--- config.mk ---
export PLATFORM = sky130hd
export DESIGN_NAME = ibus_iface
export DESIGN_NICKNAME = d
export VERILOG_FILES = /design/src/hdl/ibus_pkg.sv /design/src/hdl/ibus_fifo.sv /design/src/hdl/ibus_iface.sv
export VERILOG_INCLUDE_DIRS = /design/src /design/src/hdl
export SDC_FILE = /design/constraint.sdc
export NUM_CORES = 1
export LEC_CHECK = 0
export BUFFER_PORTS_ARGS = -buffer_cell sky130_fd_sc_hd__buf_4
export CAP_MARGIN = 20
export CORE_ASPECT_RATIO = 1.25
export CORE_UTILIZATION = 57
export CTS_CLUSTER_DIAMETER = 100
export DETAILED_ROUTE_END_ITERATION = 10
export PLACE_DENSITY = 0.76
export SETUP_SLACK_MARGIN = 0.4
export SYNTH_ARGS = -nofsm -noshare
export SYNTH_HDL_FRONTEND = slang
export SYNTH_SLANG_ARGS = --single-unit
--- constraint.sdc ---
create_clock -name CORE_CLK_I -period 2.9 [get_ports CORE_CLK_I]
set_input_delay 0.435 -clock CORE_CLK_I [delete_from_list [all_inputs] [get_ports CORE_CLK_I]]
set_output_delay 0.435 -clock CORE_CLK_I [all_outputs]
set_load 0.02 [all_outputs]
--- src/hdl/ibus_map.svh ---
// register-free constants, command codes and timing counts for the instrument bus block
// How it works
// - handshake and service lines only pulled, wired-OR
// - low level true, high level false
// - source interlocks DAV with ready and accepted
// - acceptor holds off start or end
// - talk data only when addressed; poll sends status
// - talk address: one byte or two bytes
// - listen data only when addressed; one/two bytes
// - SRQ mirrors request bit, drops once read
// - remote or local follows REN
// - poll reply driven without talk addressing
// - clear alone or as addressed group
// - trigger only as addressed group
// - controller commands only while driving ATN
// - one controller in charge, others idle
// - system controller may drive IFC, REN anytime
// - ATN stops activity, everyone listens
// - IFC idles interface, drops all addressing
// - EOI ends string; EOI with ATN polls
// - ATN false data, ATN true command
// - universal always, addressed only when listening; TCT acts only when talking
// - address sets roles, unaddress drops them
// - handshake lines are DAV, NRFD, NDAC
`ifndef IBUS_MAP_SVH
`define IBUS_MAP_SVH
`define CLK_NS        4
`define SETTLE_NS     2000
`define SETTLE_CYCLES ((`SETTLE_NS + `CLK_NS - 1) / `CLK_NS)
`define SETTLE_W      10
`define IFC_NS        100000
`define IFC_CYCLES    ((`IFC_NS + `CLK_NS - 1) / `CLK_NS)
`define IFC_W         15
`define FIFO_DEPTH    8
`define CMD_GTL       7'h01
`define CMD_SDC       7'h04
`define CMD_GET       7'h08
`define CMD_TCT       7'h09
`define CMD_DCL       7'h14
`define CMD_SPE       7'h18
`define CMD_SPD       7'h19
`define CMD_UNL       7'h3f
`define GRP_LISTEN    2'h1
`define GRP_TALK      2'h2
`define GRP_SECOND    2'h3
`define RQS_BIT       6
`endif

--- src/hdl/ibus_pkg.sv ---
// types shared by the instrument bus block
`include "ibus_map.svh"
package ibus_pkg;
    typedef struct packed {
        logic [7:0] dio;
        logic       dav;
        logic       nrfd;
        logic       ndac;
        logic       atn;
        logic       eoi;
        logic       srq;
        logic       ifc;
        logic       ren;
    } bus_lines_t;
    typedef struct packed {
        logic       eoi;
        logic [7:0] data;
    } rx_word_t;
    typedef logic [`SETTLE_W-1:0] settle_t;
    typedef logic [`IFC_W-1:0]    ifc_cnt_t;
    typedef enum logic [1:0] {AH_IDLE, AH_READY, AH_HOLD} ah_state_t;
    typedef enum logic [1:0] {SH_IDLE, SH_SETTLE, SH_DAV} sh_state_t;
endpackage

--- src/hdl/ibus_fifo.sv ---
// small fifo with registered read data
`timescale 1ns/1ps
`default_nettype none
module ibus_fifo #(
    parameter int W = 9,
    parameter int D = 8
) (
    input  wire logic         clk_i,
    input  wire logic         rst_i,
    input  wire logic         in_valid_i,
    input  wire logic [W-1:0] in_data_i,
    output logic              in_ready_o,
    output logic              out_valid_o,
    output logic [W-1:0]      out_data_o,
    input  wire logic         out_ready_i
);
    localparam int AW = $clog2(D);
    logic [W-1:0]  mem [D];
    logic [AW-1:0] wptr;
    logic [AW-1:0] rptr;
    logic [AW:0]   count;
    logic          push;
    logic          load;

    assign in_ready_o = count != (AW+1)'(D);
    assign push       = in_valid_i & in_ready_o;
    assign load       = (count != '0) & (~out_valid_o | out_ready_i);

    always_ff @(posedge clk_i) begin
        if (push) begin
            mem[wptr] <= in_data_i;
        end
    end

    always_ff @(posedge clk_i) begin
        if (rst_i) begin
            wptr  <= '0;
            rptr  <= '0;
            count <= '0;
        end else begin
            if (push) begin
                wptr <= wptr + 1'b1;
            end
            if (load) begin
                rptr <= rptr + 1'b1;
            end
            count <= count + {{AW{1'b0}}, push} - {{AW{1'b0}}, load};
        end
    end

    // output stage keeps the head in a flop so downstream sees stable data
    always_ff @(posedge clk_i) begin
        if (rst_i) begin
            out_valid_o <= 1'b0;
            out_data_o  <= '0;
        end else if (load) begin
            out_valid_o <= 1'b1;
            out_data_o  <= mem[rptr];
        end else if (out_ready_i) begin
            out_valid_o <= 1'b0;
        end
    end
endmodule // ibus_fifo
`default_nettype wire

--- src/hdl/ibus_iface.sv ---
// instrument bus interface functions: handshakes, addressing, polls, controller
`timescale 1ns/1ps
`default_nettype none
module ibus_iface
    import ibus_pkg::*;
#(
    parameter int unsigned IFC_CYCLES = `IFC_CYCLES
) (
    input  wire logic       CORE_CLK_I,
    input  wire logic       SRST_I,
    input  wire bus_lines_t BUS_I,
    output bus_lines_t      BUS_O,
    output bus_lines_t      BUS_OE_N_O,
    input  wire logic [4:0] MY_ADDR_I,
    input  wire logic [4:0] MY_SEC_I,
    input  wire logic       EXT_EN_I,
    input  wire logic [7:0] STATUS_I,
    input  wire logic       RSV_I,
    input  wire logic       PP_EN_I,
    input  wire logic       PP_SENSE_I,
    input  wire logic [2:0] PP_LINE_I,
    input  wire logic       PP_STATUS_I,
    input  wire logic       SYS_CTRL_I,
    input  wire logic       CTRL_ATN_I,
    input  wire logic       CTRL_IFC_I,
    input  wire logic       CTRL_REN_I,
    input  wire logic       CTRL_PPOLL_I,
    input  wire logic       CTRL_RELEASE_I,
    input  wire logic [7:0] TX_DATA_I,
    input  wire logic       TX_EOI_I,
    input  wire logic       TX_VALID_I,
    output logic            TX_READY_O,
    output logic [7:0]      RX_DATA_O,
    output logic            RX_EOI_O,
    output logic            RX_VALID_O,
    input  wire logic       RX_READY_I,
    output logic            TALK_O,
    output logic            LISTEN_O,
    output logic            REMOTE_O,
    output logic            SPOLL_O,
    output logic            CIC_O,
    output logic            SRQ_PEND_O,
    output logic            CLEAR_O,
    output logic            TRIGGER_O
);
    bus_lines_t sync1;
    bus_lines_t sync2;
    bus_lines_t t;
    bus_lines_t drv;
    ah_state_t  ah;
    sh_state_t  sh;
    settle_t    settle_cnt;
    ifc_cnt_t   ifc_cnt;
    rx_word_t   rx_in;
    rx_word_t   rx_out;
    logic       talk;
    logic       listen;
    logic       lpas;
    logic       tpas;
    logic       spoll;
    logic       remote;
    logic       cic;
    logic       srq_req;
    logic       rsv_q;
    logic       atn_own;
    logic       ifc_own;
    logic [1:0] ifc_echo;
    logic       ah_active;
    logic       room;
    logic       fifo_ready;
    logic       accept;
    logic       pcmd;
    logic       push;
    logic [6:0] cmd;
    logic       is_lag;
    logic       is_tag;
    logic       is_scg;
    logic       mine;
    logic       sec_ok;
    logic       sh_src_ok;
    logic       sp_now;
    logic       sh_sp;
    logic       sh_done;
    logic [7:0] out_byte;
    logic       out_eoi;
    logic       pp_reply;
    logic [7:0] status_byte;

    // raw levels cross into the core clock before anyone looks at them
    always_ff @(posedge CORE_CLK_I) begin
        if (SRST_I) begin
            sync1    <= '1;
            sync2    <= '1;
            ifc_echo <= '0;
        end else begin
            sync1    <= BUS_I;
            sync2    <= sync1;
            ifc_echo <= {ifc_echo[0], ifc_own};
        end
    end

    assign t = ~sync2;

    // open-drain style on every line: pull low for true, let go otherwise
    assign BUS_O      = '0;
    assign BUS_OE_N_O = ~drv;

    assign atn_own   = cic & CTRL_ATN_I;
    assign ifc_own   = ifc_cnt != '0;
    assign ah_active = (t.atn & ~atn_own) | (listen & ~t.atn);
    assign room      = t.atn | fifo_ready;
    assign accept    = ah_active & (ah == AH_READY) & t.dav & room;
    assign pcmd      = accept & t.atn;
    assign push      = accept & ~t.atn;
    assign cmd       = t.dio[6:0];
    assign is_lag    = cmd[6:5] == `GRP_LISTEN;
    assign is_tag    = cmd[6:5] == `GRP_TALK;
    assign is_scg    = cmd[6:5] == `GRP_SECOND;
    assign mine      = cmd[4:0] == MY_ADDR_I;
    assign sec_ok    = cmd[4:0] == MY_SEC_I;

    // acceptor: READY lets NRFD go only with room, HOLD lets NDAC go
    always_ff @(posedge CORE_CLK_I) begin
        if (SRST_I || t.ifc || !ah_active) begin
            ah <= AH_IDLE;
        end else begin
            unique case (ah)
                AH_IDLE: begin
                    ah <= AH_READY;
                end
                AH_READY: begin
                    if (accept) begin
                        ah <= AH_HOLD;
                    end
                end
                AH_HOLD: begin
                    if (!t.dav) begin
                        ah <= AH_READY;
                    end
                end
            endcase
        end
    end

    assign rx_in.eoi  = t.eoi;
    assign rx_in.data = t.dio;

    ibus_fifo #(
        .W ($bits(rx_word_t)),
        .D (`FIFO_DEPTH)
    ) u_rx_fifo (
        .clk_i       (CORE_CLK_I),
        .rst_i       (SRST_I),
        .in_valid_i  (push),
        .in_data_i   (rx_in),
        .in_ready_o  (fifo_ready),
        .out_valid_o (RX_VALID_O),
        .out_data_o  (rx_out),
        .out_ready_i (RX_READY_I)
    );

    assign RX_DATA_O = rx_out.data;
    assign RX_EOI_O  = rx_out.eoi;

    // listen addressing, basic or with secondary
    always_ff @(posedge CORE_CLK_I) begin
        if (SRST_I || t.ifc) begin
            listen <= 1'b0;
            lpas   <= 1'b0;
        end else if (pcmd) begin
            if (cmd == `CMD_UNL) begin
                listen <= 1'b0;
            end else if (is_lag && mine && !EXT_EN_I) begin
                listen <= 1'b1;
            end else if (is_scg && lpas && sec_ok) begin
                listen <= 1'b1;
            end
            if (!is_scg) begin
                lpas <= is_lag & mine & EXT_EN_I;
            end
        end
    end

    // talk addressing: any other talk address or untalk drops us
    always_ff @(posedge CORE_CLK_I) begin
        if (SRST_I || t.ifc) begin
            talk <= 1'b0;
            tpas <= 1'b0;
        end else if (pcmd) begin
            if (is_tag) begin
                talk <= mine & ~EXT_EN_I;
            end else if (is_scg && tpas && sec_ok) begin
                talk <= 1'b1;
            end
            if (!is_scg) begin
                tpas <= is_tag & mine & EXT_EN_I;
            end
        end
    end

    // serial poll mode is universal
    always_ff @(posedge CORE_CLK_I) begin
        if (SRST_I || t.ifc) begin
            spoll <= 1'b0;
        end else if (pcmd && cmd == `CMD_SPE) begin
            spoll <= 1'b1;
        end else if (pcmd && cmd == `CMD_SPD) begin
            spoll <= 1'b0;
        end
    end

    // clear and trigger pulses; group forms only reach addressed listeners
    always_ff @(posedge CORE_CLK_I) begin
        if (SRST_I) begin
            CLEAR_O   <= 1'b0;
            TRIGGER_O <= 1'b0;
        end else begin
            CLEAR_O   <= pcmd & ((cmd == `CMD_DCL) | (listen & (cmd == `CMD_SDC)));
            TRIGGER_O <= pcmd & listen & (cmd == `CMD_GET);
        end
    end

    // remote follows REN; go-to-local only from an addressed listener
    always_ff @(posedge CORE_CLK_I) begin
        if (SRST_I || !t.ren) begin
            remote <= 1'b0;
        end else if (pcmd && is_lag && mine) begin
            remote <= 1'b1;
        end else if (pcmd && listen && cmd == `CMD_GTL) begin
            remote <= 1'b0;
        end
    end

    // controller in charge: foreign IFC idles us, our own IFC echo through the syncs does not
    always_ff @(posedge CORE_CLK_I) begin
        if (SRST_I) begin
            cic <= 1'b0;
        end else if (ifc_own) begin
            cic <= 1'b1;
        end else if (t.ifc && ifc_echo == '0) begin
            cic <= 1'b0;
        end else if (pcmd && talk && cmd == `CMD_TCT) begin
            cic <= 1'b1;
        end else if (CTRL_RELEASE_I && !CTRL_ATN_I) begin
            cic <= 1'b0;
        end
    end

    // IFC length is a long count; the parameter lets a bench shorten it
    always_ff @(posedge CORE_CLK_I) begin
        if (SRST_I) begin
            ifc_cnt <= '0;
        end else if (CTRL_IFC_I && SYS_CTRL_I && !ifc_own) begin
            ifc_cnt <= ifc_cnt_t'(IFC_CYCLES);
        end else if (ifc_own) begin
            ifc_cnt <= ifc_cnt - 1'b1;
        end
    end

    // service request; a new request in the cycle of the read wins
    always_ff @(posedge CORE_CLK_I) begin
        if (SRST_I) begin
            rsv_q   <= 1'b0;
            srq_req <= 1'b0;
        end else begin
            rsv_q <= RSV_I;
            if (RSV_I && !rsv_q) begin
                srq_req <= 1'b1;
            end else if (sh_done && sh_sp && out_byte[`RQS_BIT]) begin
                srq_req <= 1'b0;
            end
        end
    end

    assign status_byte = {STATUS_I[7], srq_req, STATUS_I[5:0]};
    assign sh_src_ok   = atn_own | (talk & ~t.atn);
    assign sp_now      = spoll & talk & ~atn_own;
    assign sh_done     = (sh == SH_DAV) & ~t.ndac & sh_src_ok;

    // source: settle, wait for every acceptor ready, DAV, wait accepted
    always_ff @(posedge CORE_CLK_I) begin
        if (SRST_I || t.ifc || !sh_src_ok) begin
            sh         <= SH_IDLE;
            settle_cnt <= '0;
            sh_sp      <= 1'b0;
            out_byte   <= '0;
            out_eoi    <= 1'b0;
        end else begin
            unique case (sh)
                SH_IDLE: begin
                    if (sp_now || TX_VALID_I) begin
                        sh         <= SH_SETTLE;
                        settle_cnt <= settle_t'(`SETTLE_CYCLES);
                        sh_sp      <= sp_now;
                        out_byte   <= sp_now ? status_byte : TX_DATA_I;
                        out_eoi    <= ~sp_now & TX_EOI_I & ~atn_own;
                    end
                end
                SH_SETTLE: begin
                    if (settle_cnt != '0) begin
                        settle_cnt <= settle_cnt - 1'b1;
                    end else if (!t.nrfd) begin
                        sh <= SH_DAV;
                    end
                end
                SH_DAV: begin
                    if (!t.ndac) begin
                        sh <= SH_IDLE;
                    end
                end
            endcase
        end
    end

    assign TX_READY_O = sh_done & ~sh_sp;
    assign pp_reply   = t.atn & t.eoi & ~atn_own & PP_EN_I & (PP_STATUS_I == PP_SENSE_I);

    // each data line carries the sourced byte or the poll reply bit
    genvar gi;
    generate
        for (gi = 0; gi < 8; gi++) begin : g_dio
            assign drv.dio[gi] = ((sh != SH_IDLE) & out_byte[gi]) | (pp_reply & (PP_LINE_I == 3'(gi)));
        end
    endgenerate

    assign drv.dav  = sh == SH_DAV;
    assign drv.nrfd = ah_active & ~((ah == AH_READY) & room);
    assign drv.ndac = ah_active & (ah != AH_HOLD);
    assign drv.atn  = atn_own;
    assign drv.eoi  = ((sh != SH_IDLE) & out_eoi) | (atn_own & CTRL_PPOLL_I);
    assign drv.srq  = srq_req;
    assign drv.ifc  = ifc_own;
    assign drv.ren  = SYS_CTRL_I & CTRL_REN_I;

    assign TALK_O     = talk;
    assign LISTEN_O   = listen;
    assign REMOTE_O   = remote;
    assign SPOLL_O    = spoll;
    assign CIC_O      = cic;
    assign SRQ_PEND_O = srq_req;
endmodule // ibus_iface
`default_nettype wire

# After elaboration in Yosys (flattened, before gate mapping)
# Memories as Yosys holds them, arrays and structs flattened. A register that Yosys moved wholly into a read port is not among the register bits.
# Index checks and enable logic that the tools add are counted.
[totals] ram_bits=72 input_bits=61 n_memories=1 elab_cells=252 out_inout_bits=51 latchBits=0 regBits=95 rom_bits=0
[classes] shift=0 mux=33 order_cmp=0 div=0 addsub=6 reduce_logical=58 eq_ne=34 multipliers=0 n_bitwise=78
[memory_table] memory="u_rx_fifo.mem" words=8 word_bits=9 rd=1 rd_ports_with_merged_regs=1 wr=1 line_no="ibus_fifo.sv:18" text="logic [W-1:0] mem [D];"
[op_table] operator="bitwise AND 1 bit" n=53
[op_table] operator="inverter 16 bit" n=2
[op_table] operator="two-way mux 15 bit" n=2
[op_table] operator="equality test 7 x 5 -> 1 bit (second input constant)" n=3
[op_table] operator="logical AND 1 bit" n=21
[op_table] operator="two-way mux 10 bit" n=2
[op_table] operator="one-hot mux 10 bit (2 select lines)" n=1
[op_table] operator="two-way mux 1 bit" n=19
[op_table] operator="!= test 2 bit (second input constant)" n=8
[op_table] operator="nonzero test 2 bit" n=8
[op_table] operator="nonzero test 15 bit" n=1
[op_table] operator="subtractor 15 x 1 -> 15 bit (second input constant)" n=1
[op_table] operator="equality test 7 x 4 -> 1 bit (second input constant)" n=2
[op_table] operator="OR 1 bit" n=14
[op_table] operator="equality test 3 bit (second input constant)" n=4
[op_table] operator="two-way mux 2 bit" n=6
[op_table] operator="one-hot mux 2 bit (3 select lines)" n=2
[op_table] operator="equality test 5 bit" n=2
[op_table] operator="AND reduction 2 bit" n=5
[op_table] operator="nonzero test 10 bit" n=1
[op_table] operator="subtractor 10 x 1 -> 10 bit (second input constant)" n=1
[op_table] operator="inverter 1 bit" n=9
[op_table] operator="equality test 2 bit (second input constant)" n=4
[op_table] operator="two-way mux 8 bit" n=1
[op_table] operator="other kinds (20)" n=37

# Longest topological paths before layout
# Gate-level depths: netlist of the first run.
[depth] ltp_word=13 mapped_depth=11

# Hierarchy
# A second synthesis of the first run with hierarchy kept.
[unflattened] cells_unflattened=656 hier_area_um2=7516.0
[by_module_without_submodules] module="ibus_iface" area_per_inst_um2=3851.2 cells_each=427 n_inst=1 seq_area_each_um2=1641.6
[by_module_without_submodules] module="ibus_fifo" area_per_inst_um2=3664.8 cells_each=229 n_inst=1 seq_area_each_um2=2562.5

# Least setup slack after synthesis of the first run
# No wires, ideal clock.
[synth_timing] path_kind="reg-to-reg" from="register ah[0]" to="memory u_rx_fifo.mem[0][0] (enable)" setup_time_ns=0.387 path_slack_ns=0.455 stages_incl_launch_ff=5 arrival_time_ns=2.058 synth_period_minus_slack_ns=2.445 cell_sequence="dfxtp_1 or3b_1 a211oi_1 nand2b_1 nor3_1"
[synth_between] elab_chain_cells=8
[synth_rtl] element="from (decl)" line_no="ibus_iface.sv:50" text="ah_state_t ah;"
[synth_rtl] element="from (signal assigned)" line_no="ibus_iface.sv:125" text="ah <= AH_IDLE;"
[synth_rtl] element="from (signal assigned)" line_no="ibus_iface.sv:129" text="ah <= AH_READY;"
[synth_rtl] element="from (signal assigned)" line_no="ibus_iface.sv:133" text="ah <= AH_HOLD;"
[synth_rtl] element="equality test 2 x 1 -> 1 bit" line_no="ibus_iface.sv:112" text="assign accept = ah_active & (ah == AH_READY) & t.dav & room;"
[synth_rtl] element="bitwise AND 1 bit (3 in series)" line_no="ibus_iface.sv:112"
[synth_rtl] element="bitwise AND 1 bit" line_no="ibus_iface.sv:114" text="assign push = accept & ~t.atn;"
[synth_rtl] element="bitwise AND 1 bit" line_no="ibus_fifo.sv:26" text="assign push = in_valid_i & in_ready_o;"
[synth_rtl] element="net u_rx_fifo.push" line_no="ibus_fifo.sv:22" text="logic push;"
[synth_rtl] element="two-way mux 1 bit" line_no="ibus_fifo.sv:30" text="if (push) begin"
[synth_rtl] element="two-way mux 1 bit (not written as such)" line_no="ibus_fifo.sv:31" text="mem[wptr] <= in_data_i;"
[synth_rtl] element="to (decl)" line_no="ibus_fifo.sv:18"
# The timed path passes the listed nets, and every way through them passes these cells.

==> metrics.csv, run 1 <==
stage,metric,value,unit
run_status,status,"finished, final reports clean",
placement,dp_cells,885,
worst_hold_path,hp-class,primary input to flip-flop,
logic_synthesis,async_flop_share,0,%
logic_synthesis,yosys.area.top_type,edfxtp_1,
job,maxCapViolCount,0,
die,die_area,13500,um2
cts,clock-sinks,174,
cts,cts_tree,yes,
die,start_util,58.5,%
global_routing,grt_pass1_vias,4995,
cts,clockBufferDepth,2,
logic_synthesis,synth_ff_type,dfxtp_1,
final_layout,nets,816,
sta,clock.fmax,400,MHz
global_routing,grt_start_max_net_pins,65,
critical_path,crit_path_end_kind,output pin,
final_layout,stdcell_area,8930,um2
detailed_routing,drc_errors,0,
logic_synthesis,synth_area_per_cell,11.6,um2
die,rows,46,
sta,post-route-period-util,86.1,%
final_layout,drive_above_1_share,27.9,%
placement,gp_congestion,0.861,
detailed_routing,initialDrtViolationCount,234,
logic_synthesis,synth.area.top_cells,"edfxtp_1, dfxtp_1, mux4_2",
sta,finalClockSkew,0.00875,ns
power,ir_drop,599,uV
cts,clkTransAtPathRegs,0.07,ns
sta,slew-limit-headroom,37.9,%
cts,clock_latency,0.43,ns
sta,setup_violations,0,
final_layout,insertedDiodeCount,0,
placement,hpwl,10300,um
global_routing,grt_usage,23.5,%
cts,cts_root_buf,clkbuf_16,
die,core_area,12700,um2
final_layout,finalNonFillerCells,920,
logic_synthesis,syn_inst,639,
global_routing,antenna_found_initial,0,
die,boundaryPins,112,
detailed_routing,wirelength,15300,um
placement,io_buffer_count,93,
critical_path,worstPathRequired,2.47,ns
die,die_width,104,um
global_routing,grt_pass1_wl,24300,um
global_routing,grt_overflow,0,
logic_synthesis,synth.distinct_cells,61,
sta,rsz0062_at_grt,true,
logic_synthesis,ys_seq_area_share,56.5,%
logic_synthesis,synth_edf_count,72,
detailed_routing,firstDrtPassIters,5,
final_layout,final_util,70.2,%
detailed_routing,vias,5154,
die,die_y,130,um
sta,finalSetupTns,0,ns
sta,period_minus_slack,2.50,ns
placement,dpl-instance-area,8270,um2
power,power_leakage,3.41,nW
power,p_per_area,821,nW/um2
sta,worst_pin_slew,0.930,ns
logic_synthesis,yosysWarnings,0,
critical_path,cp.arrival,2.06,ns
detailed_routing,wl_per_cell,16.6,um
detailed_routing,ant_nets,0,
sta,finalMaxSlewViolations,0,
logic_synthesis,netlist.area_leader.share,29.1,%
cts,cts_buffers,17,
sta,hold_violations,0,
critical_path,crit_fanout,3,
critical_path,crit_type,flip-flop to output pin,
final_layout,area_delta_synth_final,20.1,%
detailed_routing,viasPerCell,5.60,
logic_synthesis,syn-cell-area,7440,um2
logic_synthesis,ys_seq_elements,174,
cts,htree_levels,4,
critical_path,worst_setup_path_start_kind,flip-flop,
[sequential cells by signal (all words and copies together), names as in the netlist, 4 cells and up]
signal and flops:
u_rx_fifo.out_data_o 9, ifc_cnt 15, out_byte 8, u_rx_fifo.count 4
sync2 15, settle_cnt 10, u_rx_fifo.mem 72, sync1 15
[layout by cell type (no fill, tap or decap), drive strengths merged, types with 8 or more instances in the layout]
cell type / count
xnor2: 17
conb: 16
a21oi: 21
dfxtp: 102
nand2: 22
nor4: 10
clkbuf: 19
a22oi: 8
mux4: 18
edfxtp: 72
nor2: 64
nor3: 18
nand2b: 11
nand3: 11
o21ai: 8
buf: 112
inv: 40
or2: 36
ha: 15
mux2i: 22
xor2: 12
a211oi: 26
[worst paths after layout]
path / start / end / slack, ns / depth (start not counted)
min reg2reg: sync2[0] / REMOTE_O / 0.40 / 1
min: BUS_I[0] / sync1[0] / 0.18 / 2
max: ifc_cnt[1] / BUS_OE_N_O[1] / 0.40 / 6
max reg2reg: ifc_cnt[1] / ifc_cnt[1] / 0.55 / 8
[area by class of cell]
type                    instances  area [um2]
inverters                      32         120
clock inverters                13         138
fillers                       906        3790
multi-input cells             402        2930
repair buffers                112         845
well taps                     168         210
clock buffers                  19         475
flip-flops and latches        174        4210
[worst max-delay path, stage by stage, from the launching register on]
cell and delay [ns]:
dfxtp_2 0.33, inv_2 0.07, ha_1 0.13, or4b_4 0.46, or2_4 0.28, nor3_4 0.21
buf_6 0.16
[cell families after synthesis]
group | count (synthesis) | synth area share, %
xor gates and xnor gates | 29 | 3.42
AOI/OAI and AO/OA | 81 | 7.40
and+or+nand+nor | 219 | 16.3
DFF | 174 | 56.5
muxes | 41 | 8.56
buffers and inverters | 78 | 4.96
other | 1 | 0.0504
adders and majority gates | 16 | 2.79
[repair_timing]
action	in CTS	in global routing
gates cloned	0	0
hold buffers	0	0
endpoints found under the setup margin	1	7
pin swaps	2	1
buffers inserted	3	0
resized for setup	8	0
[report_power, final]
part	leakage (nW)	switching (W)	internal, W
registers	1.50	0.000232	0.00277
logic	1.60	0.00102	0.000982
clock network	0.304	0.00100	0.00132
total	3.41	0.00226	0.00507
[layer usage]
metal | vias to the layer above | track usage [%] | share of wire (%)
li1 | 2475 | - | -
met1 | 2465 | 27.1 | 40
met2 | 184 | 42.2 | 53
met3 | 30 | 5.00 | 5.1
met4 | 0 | 10.8 | 2.4
met5 | - | 0 | 0
[per-stage QoR]
step / hold WS, ns / worst slack, ns / power [W]
after CTS: 0.178 / 0.406 / 0.00737
after floorplan: 0.373 / 0.455 / 0.00446
after global placement: 0.379 / 0.524 / 0.00487
after detailed placement: 0.382 / 0.498 / 0.00496
final: 0.183 / 0.403 / 0.00733
after global routing: 0.177 / 0.348 / 0.00770
[cells in the mapped netlist, types with 2 or more instances]
| cell | number |
|---|---|
| dfxtp_1 | 102 |
| edfxtp_1 | 72 |
| nor2_1 | 64 |
| or2_2 | 35 |
| inv_1 | 31 |
| a211oi_1 | 26 |
| mux2i_1 | 22 |
| nand2_1 | 22 |
| a21oi_1 | 21 |
| clkbuf_1 | 21 |
| mux4_2 | 18 |
| nor3_1 | 18 |
| buf_4 | 17 |
| xnor2_1 | 17 |
| ha_1 | 15 |
| xor2_1 | 12 |
| nand2b_1 | 11 |
| nand3_1 | 11 |
| nor4_1 | 9 |
| a22oi_1 | 8 |
| o21ai_0 | 8 |
| nor2b_1 | 7 |
| or4_1 | 7 |
| nand4_1 | 6 |
| a311oi_1 | 4 |
| buf_2 | 4 |
| or3_1 | 4 |
| a32oi_1 | 3 |
| and4_1 | 3 |
| buf_1 | 3 |
| nor3b_1 | 3 |
| nand3b_1 | 2 |
| nand4b_1 | 2 |
| nor4bb_1 | 2 |
| o41ai_1 | 2 |
| or3_4 | 2 |
No activity file was read; power rests on OpenSTA's default activity.
==> run 2: changes to the inputs <==
==> constraint.sdc (replaced) <==
create_clock -name CORE_CLK_I -period 2.9 [get_ports CORE_CLK_I]
set_input_delay 0.435 -clock CORE_CLK_I [delete_from_list [all_inputs] [get_ports CORE_CLK_I]]
set_output_delay 0.435 -clock CORE_CLK_I [all_outputs]
set_load 0.005 [all_outputs]
==> metrics.csv, run 2 (synthesis gave the netlist of run 1 again) <==
stage,metric,value,unit,change
run_status,status,"finished, final reports clean",,
final_layout,nets,819,,+0.37%
critical_path,crit_path_end_kind,output pin,,
worst_hold_path,min_from,BUS_I[0],,
cts,cts_buffers,17,,unchanged
final_layout,insertedDiodeCount,0,,unchanged
worst_hold_path,worstHoldPathCells,2,,unchanged
final_layout,top_register,u_rx_fifo.mem,,
critical_path,worst_setup_path_start_kind,flip-flop,,
worst_hold_path,hold_path_end,sync1[0],,
sta,finalSetupTns,0,ns,unchanged
placement,hpwl,10300,um,about the same
critical_path,rr_worst_depth,8,,unchanged
cts,clockBufferDepth,2,,unchanged
global_routing,grt_usage,23.3,%,-0.14 points
cts,clkTransAtPathRegs,0.07,ns,about the same
cts,clock-sinks,174,,unchanged
critical_path,r2r-end,ifc_cnt[6],,
final_layout,mostFrequentLayoutCells,"buf_4, dfxtp_1, edfxtp_1",,
final_layout,nFillCells,895,,-1.2%
placement,gp_congestion,0.874,,+1.5%
sta,worst_pin_slew,0.929,ns,-0.00136 ns
die,die_y,130,um,unchanged
global_routing,grt_pass1_vias,4997,,+0.040%
job,maxCapViolCount,0,,unchanged
sta,rsz0062_at_grt,true,,
critical_path,timing.rr.start,ifc_cnt[1],,
critical_path,reg2reg_setup_slack,0.57,ns,+0.02 ns
sta,clock.fmax,404,MHz,+0.93%
global_routing,grt_start_max_net_pins,65,,unchanged
detailed_routing,wl_per_cell,16.4,um,-1.1%
critical_path,crit_type,flip-flop to output pin,,
die,boundaryPins,112,,unchanged
final_layout,final_common_cell,buf_4,,
worst_hold_path,hp-class,primary input to flip-flop,,
sta,period_minus_slack,2.47,ns,-0.0230 ns
global_routing,antenna_found_initial,0,,unchanged
critical_path,worstPathRequired,2.47,ns,about the same
cts,cts_root_buf,clkbuf_16,,
global_routing,grt_overflow,0,,unchanged
detailed_routing,firstDrtPassIters,4,,-1
placement,dp_cells,886,,+0.11%
sta,post-route-period-util,85.3,%,-0.79 points
detailed_routing,initialDrtViolationCount,196,,-16%
die,die_area,13500,um2,unchanged
critical_path,crit_fanout,3,,unchanged
power,p_per_area,796,nW/um2,-3.0%
die,die_width,104,um,unchanged
power,power_leakage,3.40,nW,about the same
final_layout,final_util,70.2,%,about the same
sta,finalMaxSlewViolations,0,,unchanged
final_layout,drive_above_1_share,28.3,%,+0.42 points
final_layout,largest_register_ffs,72,,unchanged
power,ir_drop,512,uV,-15%
sta,setup_violations,0,,unchanged
die,core_area,12700,um2,unchanged
die,start_util,58.5,%,unchanged
detailed_routing,ant_nets,0,,unchanged
sta,hold_violations,0,,unchanged
cts,cts_tree,yes,,
sta,finalClockSkew,0.00884,ns,+0.0000896 ns
critical_path,cp.arrival,2.04,ns,-0.02 ns
placement,io_buffer_count,93,,unchanged
detailed_routing,wirelength,15200,um,-0.75%
die,rows,46,,unchanged
cts,holdBufCountCts,0,,unchanged
detailed_routing,viasPerCell,5.55,,-0.85%
sta,slew-limit-headroom,38.0,%,+0.091 points
detailed_routing,vias,5127,,-0.52%
cts,htree_levels,4,,unchanged
final_layout,area_delta_synth_final,20.0,%,about the same
cts,clock_latency,0.42,ns,about the same
detailed_routing,drc_errors,0,,unchanged
final_layout,finalNonFillerCells,923,,+0.33%
global_routing,grt_pass1_wl,24100,um,-0.65%
run 2: changes by cell type in the layout (fill, tap and decap cells not counted), moves of 2 or more:
cell	change
inv_6	-3
inv_8	+2
buf_4	+4
clkinv_8	+2
clkbuf_16	-2
inv_4	+2
run 2: metrics by stage:
stage	total power (W)	setup WS [ns]	instance area [um2]	hold WS, ns
finish	0.00711	0.426	8930	0.194
global route	0.00748	0.353	8930	0.181
detailed placement	0.00486	0.506	8280	0.384
CTS	0.00711	0.402	8890	0.178
floorplan	0.00435	0.455	7490	0.373
global placement	0.00475	0.558	8280	0.379
run 2: where the power goes:
part,total [W],internal [W],leakage [nW],switching [W]
Combinational,0.00192,0.000993,1.62,0.000927
Clock,0.00218,0.00115,0.286,0.00103
Sequential,0.00300,0.00277,1.50,0.000232
run 2: how the worst max path moves through the flow:
stage | from | to
final | ifc_cnt[1] | BUS_OE_N_O[1]
after global routing | ifc_cnt[1] | BUS_OE_N_O[1]
after floorplan | ah[0] | u_rx_fifo.mem[0][0]
after detailed placement | CTRL_ATN_I | settle_cnt[6]
after global placement | ifc_cnt[0] | BUS_OE_N_O[1]
after CTS | ifc_cnt[1] | BUS_OE_N_O[1]
run 2: cell type report:
type / count / area, um2 / share of cell area [%]
Sequential cell: 174 / 4210 / 47.1
Inverter: 32 / 123 / 1.37
Tap cell: 168 / 210 / 2.35
Clock inverter: 15 / 151 / 1.70
Multi-Input combinational cell: 402 / 2950 / 33.0
Clock buffer: 17 / 425 / 4.77
Timing Repair Buffer: 115 / 863 / 9.67
run 2: what timing repair did:
action / 4_1_cts / 5_1_grt
pin swaps: 2 / 3
endpoints found under the setup margin: 1 / 8
endpoints found under the hold margin: 0 / 0
resized for setup: 6 / 4
buffers inserted: 2 / 3
run 2: critical path, stage by stage (launching register included):
cell and delay (ns):
dfxtp_2 0.35, inv_4 0.08, ha_4 0.11, or4b_4 0.45, or2_4 0.26, nor3_4 0.22, buf_4 0.15
run 2: layer usage:
metal / share of wire, % / wire (um) / GRT usage [%]
met1: 41 / 6190 / 26.9
met2: 53 / 8000 / 42.5
met3: 4.6 / 695 / 4.70
met4: 1.9 / 282 / 10.2
met5: 0 / 0 / 0
==> run 3: changes to the inputs <==
ABC_AREA = 1   (was default)
SLEW_MARGIN = 10   (was default)
==> metrics.csv, run 3 <==
stage,metric,value,unit,change
run_status,status,"finished, final reports clean",,
critical_path,crit_path_end_kind,output pin,,
logic_synthesis,yosysWarnings,0,,unchanged
logic_synthesis,ys_seq_elements,174,,unchanged
cts,cts_buffers,17,,unchanged
cts,clockBufferDepth,2,,unchanged
cts,postCtsSetupBuffers,0,,-2
sta,hold_violations,0,,unchanged
global_routing,grt_pass1_wl,27400,um,+14%
detailed_routing,initialDrtViolationCount,305,,+56%
final_layout,mostFrequentLayoutCells,"nor2_1, nand2_1, buf_4",,
sta,rsz0062_at_grt,false,,
critical_path,worst_path_max_delay_cell,dfxtp_1,,
logic_synthesis,synth_area_per_cell,8.81,um2,-24%
final_layout,insertedDiodeCount,0,,unchanged
die,core_area,13200,um2,+4.0%
placement,io_buffer_count,93,,unchanged
cts,htree_levels,4,,unchanged
detailed_routing,viasPerCell,5.32,,-4.1%
logic_synthesis,synth_edf_count,72,,unchanged
critical_path,cpMostUsedCell,buf_4,,
logic_synthesis,async_flop_share,0,%,unchanged
cts,clock_latency,0.44,ns,+0.02 ns
sta,setup_ws,0.598,ns,+0.173 ns
logic_synthesis,synthTopCellsByCount,"nor2_1, nand2_1, dfxtp_1",,
logic_synthesis,syn_inst,879,,+38%
die,die_width,106,um,+2.0%
logic_synthesis,yosys.area.top_type,edfxtp_1,,
logic_synthesis,synth_ff_type,dfxtp_1,,
detailed_routing,ant_nets,0,,unchanged
sta,finalMaxSlewViolations,0,,unchanged
critical_path,worstPathRequired,2.47,ns,about the same
sta,period_minus_slack,2.30,ns,-0.173 ns
die,rows,47,,+2.2%
job,maxCapViolCount,0,,unchanged
detailed_routing,vias,6182,,+21%
logic_synthesis,synth.distinct_cells,39,,-36%
die,start_util,58.6,%,+0.084 points
die,boundaryPins,112,,unchanged
die,die_y,132,um,+2.0%
sta,clock.fmax,434,MHz,+7.5%
logic_synthesis,syn-cell-area,7750,um2,+4.2%
final_layout,largest_register_ffs,72,,unchanged
critical_path,cp.arrival,1.87,ns,-0.17 ns
sta,post-route-period-util,79.4,%,-6.0 points
global_routing,grt_overflow,0,,unchanged
worst_hold_path,worstHoldPathCells,2,,unchanged
critical_path,crit_type,flip-flop to output pin,,
sta,setup_violations,0,,unchanged
cts,cts_tree,yes,,
critical_path,worst_path_largest_cell_delay,0.34,ns,-0.11 ns
detailed_routing,firstDrtPassIters,5,,+1
cts,holdBufCountCts,0,,unchanged
power,power_leakage,3.90,nW,+15%
sta,finalSetupTns,0,ns,unchanged
global_routing,grt_start_max_net_pins,57,,-12%
cts,clock-sinks,174,,unchanged
final_layout,area_delta_synth_final,18.4,%,
cts,clkTransAtPathRegs,0.07,ns,about the same
detailed_routing,drc_errors,0,,unchanged
logic_synthesis,synth.area.top_cells,"edfxtp_1, dfxtp_1, nor2_1",,
logic_synthesis,synth.most_common_cell,nor2_1,,
sta,whs,0.177,ns,-0.0164 ns
placement,hpwl,11500,um,+12%
placement,gp_congestion,0.882,,+0.85%
sta,finalClockSkew,0.00959,ns,+0.000748 ns
global_routing,grt_pass1_vias,5918,,+18%
logic_synthesis,ys_seq_area_share,54.3,%,-2.3 points
final_layout,top_register,u_rx_fifo.mem,,
cts,ctsResizeCount,0,,-6
sta,worst_pin_slew,1.05,ns,+0.126 ns
power,p_per_area,775,nW/um2,-2.6%
final_layout,nets,1054,,+29%
critical_path,rr_worst_depth,12,,+4
sta,slew-limit-headroom,29.6,%,-8.4 points
critical_path,crit_chain,nand2_1 -> buf_4 -> nand4_1 -> nor2_2 -> a32oi_1 -> buf_4,,
placement,pre_cts_slack,0.720,ns,+0.214 ns
final_layout,final_common_cell,nor2_1,,
detailed_routing,wl_per_cell,14.3,um,-13%
power,ir_drop,525,uV,+2.5%
logic_synthesis,netlist.area_leader.share,27.9,%,-1.2 points
global_routing,grt_usage,25.2,%,+1.8 points
worst_hold_path,hp-class,primary input to flip-flop,,
die,die_area,14100,um2,+4.1%
critical_path,worst_setup_path_start_kind,flip-flop,,
critical_path,crit_fanout,13,,+10
cts,cts_root_buf,clkbuf_16,,
global_routing,antenna_found_initial,0,,unchanged
final_layout,drive_above_1_share,19.7,%,-8.6 points
detailed_routing,wirelength,16700,um,+9.8%
==> run 3: final timing paths <==
check                     startpoint            endpoint  slack [ns]
setup / recovery               CIC_O      BUS_OE_N_O[10]        0.60
hold / removal              BUS_I[1]            sync1[1]        0.18
setup reg to reg  u_rx_fifo.count[2]  u_rx_fifo.count[2]        0.78
hold reg to reg             sync1[8]            sync2[8]        0.40
==> run 3: critical path: cells and delay by family, from the launching register on <==
family / cells / cell delay [ns]
compound gates: 1 / 0.17
flops: 1 / 0.34
simple gates: 3 / 0.56
buf+inv: 2 / 0.35
==> run 3: cell families (layout without fill, tap and decap cells) <==
kind of cell | after synthesis | in the layout | share of synthesized area, %
XOR/XNOR | 16 | 16 | 1.81
buffers and inverters | 133 | 229 | 7.77
flip-flops | 174 | 174 | 54.3
AND/OR/NAND/NOR | 391 | 391 | 22.6
other | 1 | 16 | 0.0484
AO/OA/AOI/OAI | 148 | 148 | 10.8
adder cells (fa/ha/maj) | 16 | 16 | 2.68
==> run 3: metal layers <==
| metal | vias up | wire, um | global-route usage [%] |
|---|---|---|---|
| met3 | 36 | 876 | 5.49 |
| met1 | 2849 | 6780 | 29.1 |
| met4 | 0 | 424 | 11.1 |
| met2 | 193 | 8570 | 44.2 |
| met5 | - | 0 | 0 |
| li1 | 3104 | - | - |
==> run 3: stage by stage <==
step / util [%] / power (W) / cell area [um2] / instances
after floorplan: - / 0.00433 / 7800 / 894
after global placement: 64.9 / 0.00485 / 8580 / 1129
after detailed placement: 64.9 / 0.00491 / 8580 / 1129
after CTS: 69.3 / 0.00715 / 9170 / 1161
after global routing: 69.4 / 0.00755 / 9180 / 1161
final: 69.4 / 0.00711 / 9180 / 1161
==> run 3: area by class of cell <==
type                       instances  area [um2]
sequential                       174        4200
timing repair buffer             113         848
inverter                          84         317
fill                            1045        4060
tap                              171         214
clock inverter                    14         154
clock buffer                      18         439
multi-input combinational        587        3000
==> run 3: report_power, final <==
part           internal, W  leakage (nW)  switching [W]
registers          0.00276          1.50       0.000141
logic             0.000770          2.11        0.00119
clock network      0.00124         0.290        0.00101
